[src/verilog/port_io_pkg.sv]
// Package: register map, field positions and bus carrier for the port logic
package port_io_pkg;

    // Special function register addresses
    localparam logic [7:0] ADDR_PORT_ZERO  = 8'h80;
    localparam logic [7:0] ADDR_PORT_ONE   = 8'h90;
    localparam logic [7:0] ADDR_ROUTE_CFG  = 8'hE2;
    localparam logic [7:0] ADDR_P0_MASK    = 8'hC7;
    localparam logic [7:0] ADDR_P0_VALUE   = 8'hC6;
    localparam logic [7:0] ADDR_P1_MASK    = 8'hD7;
    localparam logic [7:0] ADDR_P1_VALUE   = 8'hD6;
    localparam logic [7:0] ADDR_EXT_IE2    = 8'hE7;
    localparam logic [7:0] ADDR_P0_OMODE   = 8'hA4;
    localparam logic [7:0] ADDR_P1_OMODE   = 8'hA5;

    // Reset values
    localparam logic [7:0] RST_LATCH       = 8'hFF;
    localparam logic [7:0] RST_ROUTE_CFG   = 8'h00;
    localparam logic [7:0] RST_ZERO        = 8'h00;

    // Route config field positions, then the match enable bit of ADDR_EXT_IE2
    localparam int WPUD_BIT   = 7;
    localparam int XBAR_BIT   = 6;
    localparam int T1_BIT     = 5;
    localparam int T0_BIT     = 4;
    localparam int ECI_BIT    = 3;
    localparam int MSEL_HI    = 2;
    localparam int MATCH_INTERRUPT_ENABLE_BIT   = 1;

    // Module select codes
    localparam logic [2:0] MSEL_NONE = 3'h0;
    localparam logic [2:0] MSEL_MAX  = 3'h6;

    // Access kinds from the core
    typedef enum logic [1:0] {
        ACC_BYTE_WR = 2'h0,
        ACC_BYTE_RMW = 2'h1,
        ACC_BIT_WR  = 2'h2
    } acc_kind_t;

    // One register access from the core
    typedef struct packed {
        logic       wr;
        logic       rd;
        logic       rmw;
        logic       bit_op;
        logic [2:0] bit_sel;
        logic       bit_val;
        logic [7:0] addr;
        logic [7:0] wdata;
    } sfr_req_t;

    // Routing decode handed to the crossbar
    typedef struct packed {
        logic       timer1;
        logic       timer0;
        logic       counter_array_clock_input;
        logic [5:0] cex;
    } route_t;

endpackage

[src/verilog/port_io_latch_match.sv]
// Port latches, pin readback, port match event and crossbar route config
// What this block does
// - Pins the crossbar does not claim act as plain I/O through the port register.
// - Port registers accept both whole byte and single bit accesses.
// - A write stores into an output latch that holds the pin data until the next write.
// - A plain read returns the pin levels whatever the crossbar routing.
// - Read-modify-write instructions operate on the latch, not on the pins.
// - Single bit move, clear and set modify one latch bit and keep the others.
// - A match event fires when masked pins of port zero or port one differ from compare.
// - Match uses pin levels irrespective of crossbar routing.
// - The match event requests an interrupt only while its enable bit is one.
// - The match event can wake the suspended internal oscillator.
// - Latch zero drives low, one drives high or floats for open-drain pins.
// - The crossbar enable bit turns routing on; when clear pins are plain inputs.
// - Output drivers stay off while the crossbar is disabled.
// - Weak pull-ups act on open-drain pins not driving low unless disabled.
`timescale 1ns/10ps
module port_io_latch_match
    import port_io_pkg::*;
(
    // Clock and reset
    input  wire logic       mclk_i,
    input  wire logic       rst_i,
    // Register access from the core
    input  wire sfr_req_t   req_i,
    output logic [7:0]      rdata_o,
    // Pins of ports zero and one
    input  wire logic [7:0] p0_in_i,
    input  wire logic [7:0] p1_in_i,
    output logic [7:0]      p0_out_o,
    output logic [7:0]      p0_oe_o,
    output logic [7:0]      p1_out_o,
    output logic [7:0]      p1_oe_o,
    output logic [7:0]      p0_pullup_o,
    output logic [7:0]      p1_pullup_o,
    // Analog mode of each pin, kept by another block
    input  wire logic [7:0] p0_analog_i,
    input  wire logic [7:0] p1_analog_i,
    // Events and routing
    output logic            match_irq_o,
    output logic            osc_wake_o,
    output route_t          route_o,
    output logic            crossbar_enable_o
);

    logic [7:0] port_zero_latch;
    logic [7:0] port_one_latch;
    logic [7:0] crossbar_route_config;
    logic [7:0] port_zero_compare_mask;
    logic [7:0] port_zero_compare_value;
    logic [7:0] port_one_compare_mask;
    logic [7:0] port_one_compare_value;
    logic [7:0] port_zero_output_mode;
    logic [7:0] port_one_output_mode;
    logic       match_interrupt_enable;
    logic [7:0] next_p0;
    logic [7:0] next_p1;
    logic       match_now;
    logic       crossbar_enable;
    logic       weak_pullup_disable;
    logic [2:0] counter_array_module_pin_select;

    assign crossbar_enable = crossbar_route_config[XBAR_BIT];
    assign weak_pullup_disable = crossbar_route_config[WPUD_BIT];
    assign counter_array_module_pin_select = crossbar_route_config[MSEL_HI:0];

    // New latch value for a port access
    function automatic logic [7:0] latch_update(
        input sfr_req_t   r,
        input logic [7:0] latch,
        input logic [7:0] pins
    );
        logic [7:0] v;
        v = latch;
        if (r.bit_op)
        begin
            v[r.bit_sel] = r.bit_val;
        end
        else
        begin
            v = r.wdata;
        end
        return v;
    endfunction

    always_comb
    begin
        next_p0 = latch_update(req_i, port_zero_latch, p0_in_i);
        next_p1 = latch_update(req_i, port_one_latch, p1_in_i);
    end

    always_ff @(posedge mclk_i)
    begin
        if (rst_i)
            port_zero_latch <= RST_LATCH;
        else if (req_i.wr && req_i.addr == ADDR_PORT_ZERO)
            port_zero_latch <= next_p0;
    end

    always_ff @(posedge mclk_i)
    begin
        if (rst_i)
            port_one_latch <= RST_LATCH;
        else if (req_i.wr && req_i.addr == ADDR_PORT_ONE)
            port_one_latch <= next_p1;
    end

    // Configuration registers, byte writes only
    always_ff @(posedge mclk_i)
    begin
        if (rst_i)
        begin
            crossbar_route_config   <= RST_ROUTE_CFG;
            port_zero_compare_mask  <= RST_ZERO;
            port_zero_compare_value <= RST_ZERO;
            port_one_compare_mask   <= RST_ZERO;
            port_one_compare_value  <= RST_ZERO;
            port_zero_output_mode   <= RST_ZERO;
            port_one_output_mode    <= RST_ZERO;
            match_interrupt_enable  <= 1'b0;
        end
        else if (req_i.wr && !req_i.bit_op)
        begin
            unique case (req_i.addr)
                ADDR_ROUTE_CFG: crossbar_route_config   <= req_i.wdata;
                ADDR_P0_MASK:   port_zero_compare_mask  <= req_i.wdata;
                ADDR_P0_VALUE:  port_zero_compare_value <= req_i.wdata;
                ADDR_P1_MASK:   port_one_compare_mask   <= req_i.wdata;
                ADDR_P1_VALUE:  port_one_compare_value  <= req_i.wdata;
                ADDR_P0_OMODE:  port_zero_output_mode   <= req_i.wdata;
                ADDR_P1_OMODE:  port_one_output_mode    <= req_i.wdata;
                ADDR_EXT_IE2:   match_interrupt_enable  <= req_i.wdata[MATCH_INTERRUPT_ENABLE_BIT];
                default:        ;
            endcase
        end
    end

    // Read data; RMW reads see the latch so the core modifies latch contents
    always_ff @(posedge mclk_i)
    begin
        if (rst_i)
            rdata_o <= RST_ZERO;
        else if (req_i.rd)
        begin
            unique case (req_i.addr)
                ADDR_PORT_ZERO: rdata_o <= req_i.rmw ? port_zero_latch : p0_in_i;
                ADDR_PORT_ONE:  rdata_o <= req_i.rmw ? port_one_latch : p1_in_i;
                ADDR_ROUTE_CFG: rdata_o <= crossbar_route_config;
                ADDR_P0_MASK:   rdata_o <= port_zero_compare_mask;
                ADDR_P0_VALUE:  rdata_o <= port_zero_compare_value;
                ADDR_P1_MASK:   rdata_o <= port_one_compare_mask;
                ADDR_P1_VALUE:  rdata_o <= port_one_compare_value;
                ADDR_P0_OMODE:  rdata_o <= port_zero_output_mode;
                ADDR_P1_OMODE:  rdata_o <= port_one_output_mode;
                ADDR_EXT_IE2:   rdata_o <= {6'h00, match_interrupt_enable, 1'b0};
                default:        rdata_o <= RST_ZERO;
            endcase
        end
    end

    assign match_now =
        ((p0_in_i & port_zero_compare_mask) != (port_zero_compare_value & port_zero_compare_mask))
     || ((p1_in_i & port_one_compare_mask) != (port_one_compare_value & port_one_compare_mask));

    // Event outputs registered, one cycle behind the pins
    always_ff @(posedge mclk_i)
    begin
        if (rst_i)
        begin
            match_irq_o <= 1'b0;
            osc_wake_o  <= 1'b0;
        end
        else
        begin
            match_irq_o <= match_now && match_interrupt_enable;
            osc_wake_o  <= match_now;
        end
    end

    // Pin drivers per bit; analog pins never drive or pull
    for (genvar i = 0; i < 8; i++)
    begin : g_pin
        always_ff @(posedge mclk_i)
        begin
            if (rst_i)
            begin
                p0_out_o[i]    <= 1'b0;
                p0_oe_o[i]     <= 1'b0;
                p1_out_o[i]    <= 1'b0;
                p1_oe_o[i]     <= 1'b0;
                p0_pullup_o[i] <= 1'b0;
                p1_pullup_o[i] <= 1'b0;
            end
            else
            begin
                // low drives, high drives only push-pull
                // drivers gated by crossbar enable; plain GPIO
                p0_out_o[i] <= port_zero_latch[i];
                p0_oe_o[i]  <= crossbar_enable && !p0_analog_i[i]
                               && (!port_zero_latch[i] || port_zero_output_mode[i]);
                p1_out_o[i] <= port_one_latch[i];
                p1_oe_o[i]  <= crossbar_enable && !p1_analog_i[i]
                               && (!port_one_latch[i] || port_one_output_mode[i]);
                // weak pull-ups on open-drain pins not low
                p0_pullup_o[i] <= !weak_pullup_disable && !port_zero_output_mode[i]
                                  && !p0_analog_i[i] && !(crossbar_enable && !port_zero_latch[i]);
                p1_pullup_o[i] <= !weak_pullup_disable && !port_one_output_mode[i]
                                  && !p1_analog_i[i] && !(crossbar_enable && !port_one_latch[i]);
            end
        end
    end

    // Routing decode for the crossbar priority logic
    always_ff @(posedge mclk_i)
    begin
        if (rst_i)
        begin
            route_o           <= '0;
            crossbar_enable_o <= 1'b0;
        end
        else
        begin
            crossbar_enable_o <= crossbar_enable;
            route_o.timer1 <= crossbar_enable && crossbar_route_config[T1_BIT];
            route_o.timer0 <= crossbar_enable && crossbar_route_config[T0_BIT];
            route_o.counter_array_clock_input    <= crossbar_enable && crossbar_route_config[ECI_BIT];
            // first N module outputs, code seven gives none
            if (crossbar_enable && counter_array_module_pin_select != MSEL_NONE
                && counter_array_module_pin_select <= MSEL_MAX)
                route_o.cex <= 6'(6'h3F >> (3'h6 - counter_array_module_pin_select));
            else
                route_o.cex <= 6'h00;
        end
    end

    // Checks
    AST_MATCH_IRQ: assert property (@(posedge mclk_i) disable iff (rst_i)
        match_irq_o |-> $past(match_interrupt_enable))
        else $error("match interrupt without enable");
    AST_WAKE: assert property (@(posedge mclk_i) disable iff (rst_i)
        match_now |=> osc_wake_o)
        else $error("wake not raised on match");
    AST_LATCH_HOLD: assert property (@(posedge mclk_i) disable iff (rst_i)
        !(req_i.wr && req_i.addr == ADDR_PORT_ZERO) |=> $stable(port_zero_latch))
        else $error("latch changed without write");
    AST_BIT_OP: assert property (@(posedge mclk_i) disable iff (rst_i)
        (req_i.wr && req_i.bit_op && req_i.addr == ADDR_PORT_ZERO)
        |=> port_zero_latch[$past(req_i.bit_sel)] == $past(req_i.bit_val))
        else $error("bit write lost");
    AST_RD_PIN: assert property (@(posedge mclk_i) disable iff (rst_i)
        (req_i.rd && !req_i.rmw && req_i.addr == ADDR_PORT_ONE) |=> rdata_o == $past(p1_in_i))
        else $error("read not from pins");
    AST_RD_RMW: assert property (@(posedge mclk_i) disable iff (rst_i)
        (req_i.rd && req_i.rmw && req_i.addr == ADDR_PORT_ZERO)
        |=> rdata_o == $past(port_zero_latch))
        else $error("rmw read not from latch");
    AST_OE_OFF: assert property (@(posedge mclk_i) disable iff (rst_i)
        !crossbar_enable |=> (p0_oe_o == 8'h00 && p1_oe_o == 8'h00))
        else $error("driver on with crossbar off");
    AST_PULLUP_OFF: assert property (@(posedge mclk_i) disable iff (rst_i)
        weak_pullup_disable |=> (p0_pullup_o == 8'h00 && p1_pullup_o == 8'h00))
        else $error("pullup on while disabled");
    AST_ROUTE_OFF: assert property (@(posedge mclk_i) disable iff (rst_i)
        !crossbar_enable |=> route_o == '0)
        else $error("route while crossbar off");
    COV_MATCH: cover property (@(posedge mclk_i) disable iff (rst_i) match_irq_o);
    COV_RMW: cover property (@(posedge mclk_i) disable iff (rst_i) req_i.rd && req_i.rmw);
    COV_BIT: cover property (@(posedge mclk_i) disable iff (rst_i) req_i.wr && req_i.bit_op);

endmodule

[config.mk]
export PLATFORM = sky130hd
export DESIGN_NAME = port_io_latch_match
export DESIGN_NICKNAME = d
export VERILOG_FILES = /design/src/verilog/port_io_pkg.sv /design/src/verilog/port_io_latch_match.sv
export SDC_FILE = /design/constraint.sdc
export NUM_CORES = 1
export LEC_CHECK = 0
export ABC_CLOCK_PERIOD_IN_PS = 2900
export BUFFER_PORTS_ARGS = -buffer_cell sky130_fd_sc_hd__buf_2
export CORE_MARGIN = 2
export CORE_UTILIZATION = 50
export DETAILED_ROUTE_END_ITERATION = 16
export PLACE_DENSITY_LB_ADDON = 0.2
export SLEW_MARGIN = 0
export SYNTH_ARGS = -nofsm -noshare
export SYNTH_HDL_FRONTEND = slang
export SYNTH_SLANG_ARGS = --single-unit
[constraint.sdc]
create_clock -name mclk_i -period 2.9 [get_ports mclk_i]
set_input_delay 0.29 -clock mclk_i [delete_from_list [all_inputs] [get_ports mclk_i]]
set_output_delay 0.29 -clock mclk_i [all_outputs]
set_load 0.02 [all_outputs]
==> results of run 1 <==
==> final cells by class <==
| class | count | area, sq um | share of cell area, % |
|---|---|---|---|
| inverters | 32 | 120 | 1.63 |
| repair buffers | 132 | 678 | 9.23 |
| clock inverters | 12 | 161 | 2.20 |
| well taps | 147 | 184 | 2.50 |
| clock buffers | 20 | 447 | 6.08 |
| multi-input cells | 433 | 2940 | 39.9 |
| flip-flops and latches | 141 | 2820 | 38.4 |
==> Yosys cell counts, drive strengths merged, types with 3 or more instances <==
cell type	n	share of area, %
dfxtp	141	46
nor2	98	6.4
mux2i	73	12
nand2	41	2.6
o21ai	39	3.2
inv	32	2.0
clkbuf	23	1.4
buf	20	1.8
a21oi	19	1.6
xor2	17	2.5
a2111oi	16	2.3
nand3	15	1.2
nor3	11	1.4
a22oi	8	0.99
a22o	7	1.0
a311o	7	1.2
nor2b	7	0.72
o2bb2ai	7	1.0
and2	6	0.62
nand2b	6	0.62
mux4	5	1.9
a211o	4	0.58
ha	4	0.82
nand4	4	0.41
nor3b	4	0.49
nor4	4	0.66
o211ai	4	0.49
o22ai	4	0.41
or3	4	0.41
nand3b	3	0.37
==> cells by family (layout without fill, tap and decap cells) <==
group / after synthesis / in the layout / synth area share (%)
multiplexers: 78 / 78 / 13.9
buffers and inverters: 75 / 196 / 5.23
AND/OR/NAND/NOR: 213 / 213 / 17.6
XOR/XNOR: 17 / 17 / 2.45
adder cells (fa/ha/maj): 4 / 4 / 0.824
flip-flops: 141 / 141 / 46.5
AO/OA/AOI/OAI: 121 / 121 / 13.6
==> path summary, 6_finish.rpt <==
kind | startpoint | endpoint | cells after the start
worst max-delay path | req_i[8] | port_one_latch[2]$_SDFFE_PP1P_ | 5
worst min-delay path | p1_analog_i[5] | p1_oe_o[5]$_SDFF_PP0_ | 2
worst max register to register | crossbar_route_config[6]$_SDFFE_PP0P_ | p0_oe_o[6]$_SDFF_PP0_ | 4
worst min register to register | rdata_o[3]$_SDFFE_PP0P_ | rdata_o[3]$_SDFFE_PP0P_ | 2
==> routing by layer <==
metal / track usage (%) / part of all wire [%]
met1: 36.8 / 43
met2: 45.8 / 48
met3: 7.68 / 7.4
met4: 8.70 / 2.0
met5: 0 / 0
==> per-stage QoR <==
step	util, %	std cells	power, uW	worst slack (ns)
2_1_floorplan	-	649	2170	1.10
3_3_place_gp	56.6	885	2280	0.728
3_5_place_dp	56.6	885	2280	0.683
4_1_cts	61.7	917	4490	1.07
5_1_grt	61.7	917	4600	0.786
6_report	61.7	917	4470	1.03
==> power groups by stage <==
| stage | Clock, uW | Combinational, uW | Sequential [uW] |
|---|---|---|---|
| after floorplan | 0 | 129 | 2040 |
| after global placement | 0 | 270 | 2010 |
| after detailed placement | 0 | 274 | 2010 |
| after CTS | 2250 | 276 | 1970 |
| after global routing | 2330 | 298 | 1970 |
| final | 2220 | 279 | 1970 |
==> flow_metrics.tcl, run 1 <==
set metrics [dict create \
    num_rows 40 \
    cp_cell_sequence "buf_2, nor4b_4, and4_1, a21oi_1, a311o_1" \
    dr_total_vias 5339 \
    fin_area_sq_um 7350 \
    synth-edff-count 0 \
    clk_latency_ns 0.42 \
    critPathArrivalTime_ns 2.17 \
    largest_register_ffs 9 \
    power_frac_seq_pct 44.0 \
    grt_pass1_vias 5174 \
    postCtsSetupBuffers 0 \
    drtAntennaViolNets 0 \
    p_sw_uw 1030 \
    drt_iter0_markers 548 \
    worst_slew_pin_slew_ns 0.667 \
    p_int_uw 3440 \
    drc 0 \
    grt_max_degree 60 \
    final_common_cell "dfxtp_1" \
    cts_tree "yes" \
    period_needed_ns 1.87 \
    path_clk_slew_ns 0.06 \
    ios 126 \
    synth_ff_type "dfxtp_1" \
    routabilityCongestion 1.00 \
    path_delay_family "simple AND/OR/NAND/NOR gates" \
    cp_slowest_stage_delay_ns 0.67 \
    place_area_sq_um 6740 \
    die_y_um 114 \
    synthToLayoutAreaGrowth_pct 20.9 \
    seq_area_frac_synth_pct 46.5 \
    skew_ns 0.0117 \
    clock_path_buffers 2 \
    final.period_utilization_pct 64.5 \
    maxCapViolCount 0 \
    wl_mm 17.8 \
    dr.pass1.iters 5 \
    path_buf_inv 1 \
    netlist_instances 649 \
    layout.nets 819 \
    cp-start-kind "input port" \
    power_density_nw_per_um2 608 \
    min_path_type "input port to flop" \
    r2r_slack_ns 1.04 \
    fp.dieW_um 114 \
    dieArea_sq_um 13000 \
    grt_overflow 0 \
    worstPathRequired_ns 3.20 \
    dpl.hpwl_mm 13.1 \
    drt-wirelength-per-cell_um 19.4 \
    grtUsageTotal_pct 28.2 \
    status "finished, final reports clean" \
    yosys.cell_types.count 54 \
    htree_levels 4 \
    tns_ns 0 \
    most-common-layout-cells "dfxtp_1, buf_2, nor2_1" \
    synth_fp_nets 711 \
    fillers 1038 \
    ys_warn_count 0 \
    initial_core_util_pct 51.0 \
    rsz0062_at_grt "false" \
    slew_headroom_pct 55.5 \
    drive_gt1_share_pct 22.9 \
    io_buffers 125 \
    largest-register "route_o" \
    viasPerCell 5.82 \
    syn-mean-instance-area_sq_um 9.36 \
    cts_hold_buf 0 \
    clk_root_buffer_cell "clkbuf_16" \
    netSwitchingFraction_pct 23.1 \
    synth.cell_area_sq_um 6080 \
    peakVddDrop_uv 361 \
    core_sq_um 11900 \
    fmax_mhz 535 \
    diodes 0 \
    p_comb_share_pct 6.2 \
    critPathKind "input port to flop" \
    p_leak_uw 0.00328 \
    worstPathMaxFanout 16 \
    slew_viol_final 0 \
    hold_viol_final 0 \
    async_reset_ff_share_pct 0 \
    grt_first_pass_wirelength_mm 27.9 \
    slowest_stage "and4_1" \
    worstSetupEndpointType "flop" \
    clkSinkCount 141 \
    numCtsBuffers 17 \
    post_cts_resized 0 \
    holdWs_ns 0.0370 \
    ys_ff_latch 141 \
    p_clk_share_pct 49.7 \
    setup_viol 0 \
    antenna_found_initial 0 \
]
No activity file was read; power rests on OpenSTA's default activity.
==> run 2: changes to the inputs <==
- ABC_AREA: unset -> 1
- ABC_CLOCK_PERIOD_IN_PS: 2900 -> 1760
- clock period: 2.9 -> 1.76 ns (I/O delays scaled with it)
==> flow_metrics.tcl, run 2 <==
set metrics [dict create \
    worst_slew_pin_slew_ns 0.511 \
    drc 0 \
    initial_core_util_pct 51.7 \
    die_y_um 116 \
    synthTopCellsByArea "dfxtp_1, o21ai_0, inv_1, a21oi_1, nand2_1" \
    synthToLayoutAreaGrowth_pct 24.6 \
    seq_area_frac_synth_pct 45.1 \
    final.period_utilization_pct 92.2 \
    netlist_instances 835 \
    clk_root_buffer_cell "clkbuf_16" \
    skew_ns 0.00714 \
    drt_iter0_markers 611 \
    maxCapViolCount 0 \
    slew_headroom_pct 65.9 \
    antenna_found_initial 0 \
    drt-wirelength-per-cell_um 16.6 \
    syn-mean-instance-area_sq_um 7.50 \
    min_path_type "input port to flop" \
    routabilityCongestion 0.965 \
    numCtsBuffers 17 \
    seq_area_sq_um 2820 \
    ios 126 \
    period_needed_ns 1.62 \
    cp_cell_sequence "inv_1, ha_1, nand2_1, nand2_1, a41oi_1, inv_1, or2_2, nor2_1" \
    worstSetupEndpointType "flop" \
    grt_overflow 0 \
    largest_register_ffs 9 \
    yosysMostFrequentCell "dfxtp_1" \
    cp-start-kind "flop" \
    yosysTopAreaCell "dfxtp_1" \
    cts_tree "yes" \
    synth_top_family_by_area "simple AND/OR/NAND/NOR gates" \
    worstHoldStart "p0_analog_i[0]" \
    reg2regPathDepth 8 \
    wl_mm 19.1 \
    synth_compound_area_share_pct 21.8 \
    path_clk_slew_ns 0.06 \
    crit_path_start "crossbar_route_config[0]$_SDFFE_PP0P_" \
    viasPerCell 5.28 \
    r2r_slack_ns 0.14 \
    setup_viol 0 \
    fp.dieW_um 116 \
    async_reset_ff_share_pct 0 \
    most-common-layout-cells "dfxtp_1, buf_2, inv_1" \
    drtAntennaViolNets 0 \
    yosys.area_share.simple_pct 21.8 \
    grt_max_degree 75 \
    num_rows 40 \
    clkSinkCount 141 \
    fmax_mhz 616 \
    grt_pass1_vias 5610 \
    slew_viol_final 0 \
    clock_path_buffers 2 \
    critPathKind "flop to flop" \
    worstPathRequired_ns 2.12 \
    worstPathMaxFanout 4 \
    r2r-start "crossbar_route_config[0]$_SDFFE_PP0P_" \
    io_buffers 125 \
    diodes 0 \
    synth_commonest_cells "dfxtp_1, inv_1, nand2_1" \
    crit_end "route_o[3]$_SDFF_PP0_" \
    synth_ff_type "dfxtp_1" \
    largest-register "route_o" \
    grt_first_pass_wirelength_mm 29.5 \
    yosys.area.top_type_share_pct 45.1 \
    dr.pass1.iters 5 \
    drive_gt1_share_pct 22.4 \
    fillers 1125 \
    dieArea_sq_um 13400 \
    p_leak_uw 0.00357 \
    final_common_cell "dfxtp_1" \
    core_sq_um 12100 \
    rsz0062_at_grt "false" \
    multi_input_area_sq_um 2790 \
    tns_ns 0 \
    layout.nets 1034 \
    ys_warn_count 0 \
    dpl.hpwl_mm 14.0 \
    synth-edff-count 0 \
    slowest_stage "dfxtp_1" \
    dr_total_vias 6085 \
    htree_levels 4 \
    yosys.cell_types.count 30 \
    synth.cell_area_sq_um 6260 \
    synthAdderAreaFrac_pct 0.799 \
    clk_latency_ns 0.43 \
    synthXorXnorAreaFrac_pct 0.140 \
    cp_slowest_stage_delay_ns 0.41 \
    timing.rr.end "route_o[3]$_SDFF_PP0_" \
    final_util_pct 64.4 \
    peakVddDrop_uv 441 \
    synth_fp_nets 897 \
    hold_viol_final 0 \
    power_density_nw_per_um2 974 \
    synth.area.mux_share_pct 0 \
    grtUsageTotal_pct 29.3 \
    critPathArrivalTime_ns 1.99 \
    ys_ff_latch 141 \
    status "finished, final reports clean" \
]
[run 2: cell types whose count changed after synthesis, sizes merged, moves of 59 or more]
cell	before	now
inv	32	125
nand2	41	117
mux2i	73	0
a21oi	19	85
nand3	15	76
o21ai	39	98
[run 2: cell families (layout without fill, tap and decap cells)]
family / count (synthesis) / in the layout
AND/OR/NAND/NOR: 289 / 289
XOR/XNOR: 1 / 1
AO/OA/AOI/OAI: 240 / 240
flip-flops: 141 / 141
adder cells (fa/ha/maj): 4 / 4
buffers and inverters: 160 / 310
[run 2: worst max-delay path: cells and delay by family, from the launching register on]
kind	cells	cell delay (ns)
AOI/OAI and AO/OA	1	0.19
adders and majority gates	1	0.21
buffers and inverters	2	0.22
DFF	1	0.41
and+or+nand+nor	4	0.54
[run 2: metal layers]
layer  GRT usage [%]  vias up  share of wire, %  wire length [um]
li1                -     3057                 -                 -
met1            41.3     2697                46              8730
met2            44.0      292                43              8230
met3            5.86       39               8.8              1690
met4            12.5        0               2.5               487
met5               0        -                 0                 0
[run 2: worst min-delay path by stage]
stage | slack (ns) | cells past startpoint | to
6_report | 0.009 | 3 | p0_oe_o[0]$_SDFF_PP0_
2_1_floorplan | 0.25 | 1 | crossbar_enable_o$_SDFF_PP0_
3_5_place_dp | 0.36 | 2 | p1_oe_o[7]$_SDFF_PP0_
5_1_grt | 0.008 | 3 | p0_oe_o[0]$_SDFF_PP0_
4_1_cts | 0.0003 | 3 | p0_oe_o[4]$_SDFF_PP0_
3_3_place_gp | 0.37 | 2 | p1_oe_o[7]$_SDFF_PP0_
[run 2: layout make-up]
type | instances | share of cell area, %
repair buffers | 153 | 11.3
multi-input cells | 534 | 35.8
inverters | 125 | 6.01
clock buffers | 17 | 5.45
clock inverters | 15 | 2.66
flip-flops and latches | 141 | 36.2
well taps | 168 | 2.69
[run 2: timing repair]
| action | 4_1_cts | 5_1_grt |
|---|---|---|
| hold endpoints to repair | 9 | 0 |
| buffers inserted | 0 | 0 |
| hold buffers | 7 | 0 |
| resized for setup | 0 | 0 |
[run 2: per-stage QoR]
step / instances / worst slack, ns / area (sq um) / total power, uW / hold slack (ns)
2_1_floorplan: 835 / 0.387 / 6260 / 3600 / 0.248
3_3_place_gp: 1114 / 0.155 / 7100 / 3830 / 0.369
3_5_place_dp: 1114 / 0.129 / 7100 / 3830 / 0.361
4_1_cts: 1153 / 0.129 / 7800 / 7620 / 0.000251
5_1_grt: 1153 / 0.0488 / 7800 / 7820 / 0.00770
6_report: 1153 / 0.138 / 7800 / 7600 / 0.00899
[run 2: power by group]
group | leakage (uW) | switching (uW) | internal (uW)
clock network | 0.000297 | 1430 | 2390
registers | 0.00115 | 11.4 | 3230
logic | 0.00212 | 360 | 174
